--- config.mk ---
export PLATFORM = sky130hd
export DESIGN_NAME = lfm_regs
export DESIGN_NICKNAME = d
export VERILOG_FILES = /design/src/lfm_pkg.sv /design/src/lfm_regs.sv
export SDC_FILE = /design/constraint.sdc
export NUM_CORES = 1
export LEC_CHECK = 0
export BUFFER_PORTS_ARGS = -buffer_cell sky130_fd_sc_hd__buf_2
export CORE_MARGIN = 1
export CORE_UTILIZATION = 35
export CTS_CLUSTER_DIAMETER = 120
export DETAILED_ROUTE_END_ITERATION = 10
export PLACE_DENSITY_LB_ADDON = 0.3
export SYNTH_ARGS = -nofsm -noshare
export SYNTH_HDL_FRONTEND = slang
export SYNTH_SLANG_ARGS = --single-unit
--- constraint.sdc ---
create_clock -name mclk -period 6.8 [get_ports mclk]
set_input_delay 1.02 -clock mclk [delete_from_list [all_inputs] [get_ports mclk]]
set_output_delay 1.02 -clock mclk [all_outputs]
set_load 0.02 [all_outputs]
--- src/lfm_pkg.sv ---
// Purpose: constants for the flash monitor register pair
// Assumes: 8-bit registers at byte offsets 0x06 and 0x07
// Notes: reset values follow the per-bit defaults of each register
package lfm_pkg;
  localparam logic [7:0] ADDR_THERM_VOUT = 8'h06;
  localparam logic [7:0] ADDR_DROOP_REV = 8'h07;
  localparam int BIT_TEMP_EN = 7;
  localparam int BIT_OVERTEMP = 6;
  localparam int BIT_WARN = 5;
  localparam int BIT_HEADROOM = 4;
  localparam int BIT_DROOP_EN = 7;
  localparam int BIT_UNUSED = 3;
  localparam logic [3:0] VOUT_CODE_RST = 4'h9;
  localparam logic [2:0] DROOP_SEL_RST = 3'h4;
  localparam logic [2:0] REVISION_DEFAULT = 3'h6; // arbitrary value
  // target voltage and droop threshold in mV: base plus step per code
  localparam int VOUT_BASE_MV = 3825;
  localparam int VOUT_STEP_MV = 125;
  localparam int DROOP_BASE_MV = 50;
  localparam int DROOP_STEP_MV = 25;
  typedef enum logic [1:0] {
    LFM_RUN = 2'b00,
    LFM_SHUTDOWN = 2'b01
  } lfm_state_e;
endpackage

--- src/lfm_regs.sv ---
// Purpose: LED thermal, output voltage and droop monitor registers
// Assumes: host access as a simple per-cycle read/write port, comparators external
// Notes: one state struct, registered once per clock
// Notes: read data is registered, so it follows the address of the previous edge
// Notes: sensor events win over a same-cycle host clear or read-clear
`timescale 1ns/1ps
`default_nettype none
module lfm_regs #(
  parameter logic [2:0] REVISION = lfm_pkg::REVISION_DEFAULT
) (
  input wire logic mclk,
  input wire logic resetn,
  input wire logic [7:0] reg_addr,
  input wire logic reg_wr,
  input wire logic reg_rd,
  input wire logic [7:0] reg_wdata,
  output logic [7:0] reg_rdata,
  input wire logic ts_below_hot,
  input wire logic ts_below_warn,
  input wire logic strobe_end,
  input wire logic headroom_sufficient,
  input wire logic [3:0] selfcal_code,
  output logic temp_monitor_enable,
  output logic droop_monitor_enable,
  output logic [2:0] droop_threshold_select,
  output logic [3:0] output_voltage_code,
  output logic [12:0] target_vout_mv,
  output logic [7:0] droop_threshold_mv,
  output logic shutdown
);
  typedef struct packed {
    logic temp_en;
    logic overtemp;
    logic warn;
    logic headroom;
    logic [3:0] vout_code;
    logic droop_en;
    logic [2:0] droop_sel;
    logic [7:0] rdata;
    lfm_pkg::lfm_state_e state;
  } lfm_state_s;

  lfm_state_s st_r;
  lfm_state_s st_nxt;

  function automatic logic [12:0] vout_mv(input logic [3:0] code);
    vout_mv = 13'(lfm_pkg::VOUT_BASE_MV + int'(code) * lfm_pkg::VOUT_STEP_MV);
  endfunction

  function automatic logic [7:0] droop_mv(input logic [2:0] code);
    droop_mv = 8'(lfm_pkg::DROOP_BASE_MV + int'(code) * lfm_pkg::DROOP_STEP_MV);
  endfunction

  // the millivolt ports must hold the top code of each map without wrapping
  localparam int VOUT_TOP_MV = lfm_pkg::VOUT_BASE_MV
                               + (2 ** $bits(output_voltage_code) - 1) * lfm_pkg::VOUT_STEP_MV;
  localparam int DROOP_TOP_MV = lfm_pkg::DROOP_BASE_MV
                                + (2 ** $bits(droop_threshold_select) - 1) * lfm_pkg::DROOP_STEP_MV;

  if (VOUT_TOP_MV >= 2 ** $bits(target_vout_mv))
  begin : g_vout_fits
    $error("target voltage map does not fit its port");
  end
  if (DROOP_TOP_MV >= 2 ** $bits(droop_threshold_mv))
  begin : g_droop_fits
    $error("droop threshold map does not fit its port");
  end

  // address decode, shared by the write, read and read-clear paths
  logic sel_a;
  logic sel_b;
  logic wr_ctl;
  logic wr_droop;
  logic rd_ctl;
  logic hot_clear;
  logic hot_event;
  logic warn_event;
  logic [7:0] ctl_view;
  logic [7:0] droop_view;

  assign sel_a = (reg_addr == lfm_pkg::ADDR_THERM_VOUT);
  assign sel_b = (reg_addr == lfm_pkg::ADDR_DROOP_REV);
  assign wr_ctl = reg_wr && sel_a;
  assign wr_droop = reg_wr && sel_b;
  assign rd_ctl = reg_rd && sel_a;
  // writing a one to the overtemp bit never sets it
  assign hot_clear = wr_ctl && !reg_wdata[lfm_pkg::BIT_OVERTEMP];
  // comparators only count while monitoring is on
  assign hot_event = st_r.temp_en && ts_below_hot;
  assign warn_event = st_r.temp_en && ts_below_warn;

  // read views; the control low nibble shows calibration, not the written code, and the droop low nibble shows 0 and REVISION
  assign ctl_view = {st_r.temp_en,
                     st_r.overtemp,
                     st_r.warn,
                     st_r.headroom,
                     selfcal_code};
  assign droop_view = {st_r.droop_en,
                       st_r.droop_sel,
                       1'b0,
                       REVISION};

  always_comb
  begin
    st_nxt = st_r;
    // control register write: enable and target code
    if (wr_ctl)
    begin
      st_nxt.temp_en = reg_wdata[lfm_pkg::BIT_TEMP_EN];
      st_nxt.vout_code = reg_wdata[3:0];
    end
    // droop register write; bit 3 and the revision field are dropped
    if (wr_droop)
    begin
      st_nxt.droop_en = reg_wdata[lfm_pkg::BIT_DROOP_EN];
      st_nxt.droop_sel = reg_wdata[6:4];
    end
    // clears come first so that a same-cycle sensor event wins
    if (hot_clear)
    begin
      st_nxt.overtemp = 1'b0;
    end
    if (rd_ctl)
    begin
      st_nxt.warn = 1'b0;
    end
    if (hot_event)
    begin
      st_nxt.overtemp = 1'b1;
    end
    if (warn_event)
    begin
      st_nxt.warn = 1'b1;
    end
    // headroom is sampled only at strobe end and held otherwise
    if (strobe_end)
    begin
      st_nxt.headroom = headroom_sufficient;
    end
    // shutdown latches with the flag; only a software clear releases it
    case (st_r.state)
      lfm_pkg::LFM_RUN:
      begin
        if (st_nxt.overtemp)
        begin
          st_nxt.state = lfm_pkg::LFM_SHUTDOWN;
        end
      end
      lfm_pkg::LFM_SHUTDOWN:
      begin
        if (!st_nxt.overtemp)
        begin
          st_nxt.state = lfm_pkg::LFM_RUN;
        end
      end
      default:
      begin
        st_nxt.state = st_nxt.overtemp ? lfm_pkg::LFM_SHUTDOWN : lfm_pkg::LFM_RUN;
      end
    endcase
    // registered read data follows the address of the previous edge
    case (1'b1)
      sel_a: st_nxt.rdata = ctl_view;
      sel_b: st_nxt.rdata = droop_view;
      default: st_nxt.rdata = 8'h00;
    endcase
  end

  always_ff @(posedge mclk or negedge resetn)
  begin
    if (!resetn)
    begin
      st_r <= '{temp_en: 1'b0, overtemp: 1'b0, warn: 1'b0, headroom: 1'b0,
                vout_code: lfm_pkg::VOUT_CODE_RST, droop_en: 1'b0,
                droop_sel: lfm_pkg::DROOP_SEL_RST, rdata: 8'h00,
                state: lfm_pkg::LFM_RUN};
    end
    else
    begin
      st_r <= st_nxt;
    end
  end

  assign reg_rdata = st_r.rdata;
  assign temp_monitor_enable = st_r.temp_en;
  assign droop_monitor_enable = st_r.droop_en;
  assign droop_threshold_select = st_r.droop_sel;
  assign output_voltage_code = st_r.vout_code;
  assign target_vout_mv = vout_mv(st_r.vout_code);
  assign droop_threshold_mv = droop_mv(st_r.droop_sel);
  assign shutdown = (st_r.state == lfm_pkg::LFM_SHUTDOWN);
endmodule
`default_nettype wire

==> flow_metrics.tcl <==
set metrics [dict create \
    totalPowerFinal_mw 0.370 \
    dieArea_sq_um 5270 \
    htreeDepth 1 \
    firstDrtPassIters 4 \
    endpoint_kind "output port" \
    post_cts_resized 0 \
    fin_skew_ps 2.49 \
    hold_class "register to register" \
    yosysMostFrequentCell "ha_1" \
    holdPathStages 1 \
    tightest_slew_ps 470 \
    crit_path_cell_trace "inv_1, ha_1, xnor2_1, xnor2_1, fa_1, inv_1, ha_1, a21oi_1, a21oi_1, o221a_2, or3_1, buf_2" \
    hold_path_end "ctl_view[5]" \
    nNetsFinal 292 \
    utilization_pct 45.8 \
    yosys-top-cells-area "dfrtp_1, ha_1, xnor2_1" \
    p_leak_nw 1.17 \
    syn_inst 168 \
    worstSkewPairLatency_ps 250 \
    drt-wirelength-per-cell_um 11.5 \
    area_growth_pct 25.1 \
    place_congestion 0.745 \
    setup_viol 0 \
    required_ps 5780 \
    path_delay_family "adder cells" \
    reg2reg_slack_ps 5830 \
    design_area_sq_um 2180 \
    status "completed" \
    worstHoldStart "ctl_view[5]" \
    yosys.area.top_type "dfrtp_1" \
    drc 0 \
    vias_per_cell 4.68 \
    syn_area_sq_um 1740 \
    clock-sinks 21 \
    r2r_cells 1 \
    drive_gt1_share_pct 39.5 \
    dpl-instance-area_sq_um 2130 \
    r2r-end "output_voltage_code[2]" \
    crit_type "register to output port" \
    synth_nets 226 \
    port_buffers 66 \
    gr-usage-all-layers_pct 14.5 \
    place_ws_ps 2390 \
    maxCapViolCount 0 \
    clockBufferDepth 2 \
    seq_area_frac_synth_pct 30.4 \
    crit_arrival_ps 3660 \
    avgSynthCellArea_sq_um 10.4 \
    ant_nets 0 \
    drtIter0Drc 18 \
    fin_setup_tns_ps 0 \
    r2r-start "output_voltage_code[2]" \
    grt_antenna_before_repair 0 \
    crit_path_max_incr_delay_ps 670 \
    synth_cell_type_count 46 \
    rsz0062_at_grt "no" \
    path_clk_slew_ps 70 \
    multi_input_area_sq_um 1130 \
    die_height_um 72.6 \
    p_per_area_nw_per_um2 170 \
    max_freq_mhz 214 \
    coreArea_sq_um 4750 \
    cp_num_buf_inv 3 \
    cts_tree "yes" \
    ir_worst_vdd_v 0.000122 \
    initial_core_util_pct 36.7 \
    synth-async-reset-ratio_pct 100 \
    num_rows 25 \
    worst_slack_ps 2120 \
    regArea_sq_um 529 \
    cp-start-kind "register" \
    finalCriticalPeriod_ps 4680 \
    fin_cells 300 \
    hold_ws_ps 512 \
    grt_pass1_vias 1431 \
    ioPinCount 67 \
    synth-seq-cells 21 \
    crit_fanout 13 \
    grt_overflow 0 \
    dieWidth_um 72.6 \
    ys_top_cells_by_count "ha_1, dfrtp_1, inv_1" \
    cts-root-buf "clkbuf_8" \
    fillCellCount 476 \
    slew_headroom_pct 68.4 \
    fin_crit_sh_pct 68.8 \
    maxSlewViolCount 0 \
    finalHoldViolCount 0 \
    synth_top_area_share_pct 25.8 \
    synth_flop_cell "dfrtp_1" \
    cts_setup_buffers 0 \
    ys_warn_count 0 \
    n_antenna_cell 0 \
    slowest_stage "dfstp_2" \
    cts-hold-fix-buffers 0 \
    dpl.hpwl_mm 2.84 \
    grt_max_degree 22 \
    synth_edf_count 0 \
    numCtsBuffers 3 \
    grt_pass1_wl_mm 6.13 \
    dp.cells 296 \
    routed_wl_mm 3.46 \
    dr_total_vias 1405 \
]
## power by group
group / switching (mW) / internal, mW
combinational: 0.0863 / 0.0620
clock: 0.0367 / 0.0407
sequential: 0.00869 / 0.135
total: 0.132 / 0.238
## routing by layer
| metal | GRT usage (%) | routed length (um) | vias to the layer above |
|---|---|---|---|
| li1 | - | - | 718 |
| met1 | 17.9 | 1560 | 638 |
| met2 | 26.0 | 1670 | 47 |
| met3 | 2.50 | 212 | 2 |
| met4 | 3.92 | 12 | 0 |
| met5 | 0 | 0 | - |
## worst max-delay path by stage
stage | startpoint | end | slack (ps) | cells past startpoint
floorplan | output_voltage_code[3] | target_vout_mv[11] | 2340 | 12
global placement | output_voltage_code[3] | target_vout_mv[11] | 2430 | 12
detailed placement | output_voltage_code[3] | target_vout_mv[11] | 2390 | 12
CTS | output_voltage_code[3] | target_vout_mv[11] | 2090 | 12
global route | output_voltage_code[3] | target_vout_mv[11] | 1850 | 12
finish | output_voltage_code[3] | target_vout_mv[11] | 2120 | 12
## logic make-up (layout without fill, tap and decap cells)
kind of cell,Yosys count,count (layout),synth area share (%)
AOI/OAI and AO/OA,20,20,9.12
xor gates and xnor gates,15,15,7.54
adders and majority gates,30,30,23.3
buffers and inverters,20,85,4.59
DFF,21,21,30.4
muxes,15,15,9.62
and+or+nand+nor,47,47,15.5
## final cells by class
type                    instances  share of cell area (%)
clock buffers                   3                    1.89
multi-input cells             127                    52.0
flip-flops and latches         21                    24.3
repair buffers                 66                    15.2
clock inverters                 1                   0.230
well taps                      67                    3.85
inverters                      15                    2.58
## state kept, by name, summed over array words and instances (netlist names)
register,flops
output_voltage_code,4
reg_rdata,8
droop_threshold_select,3
temp_monitor_enable,1
ctl_view,3
st_r,1
droop_monitor_enable,1
## placed cells by master, fill, tap and decap left out, types with 2 or more instances in the layout
master	count
a21oi_1	6
a31oi_1	3
buf_2	66
clkbuf_8	3
dfrtp_1	18
dfstp_2	3
fa_1	4
ha_1	26
inv_1	15
mux2_2	10
mux2i_1	4
nand2_1	9
nand3_1	3
nand3b_1	2
nand4b_1	2
nor2_1	11
nor3_1	5
nor3b_1	2
o21ai_0	2
xnor2_1	13
xor2_1	2
No activity file was read; power rests on OpenSTA's default activity.
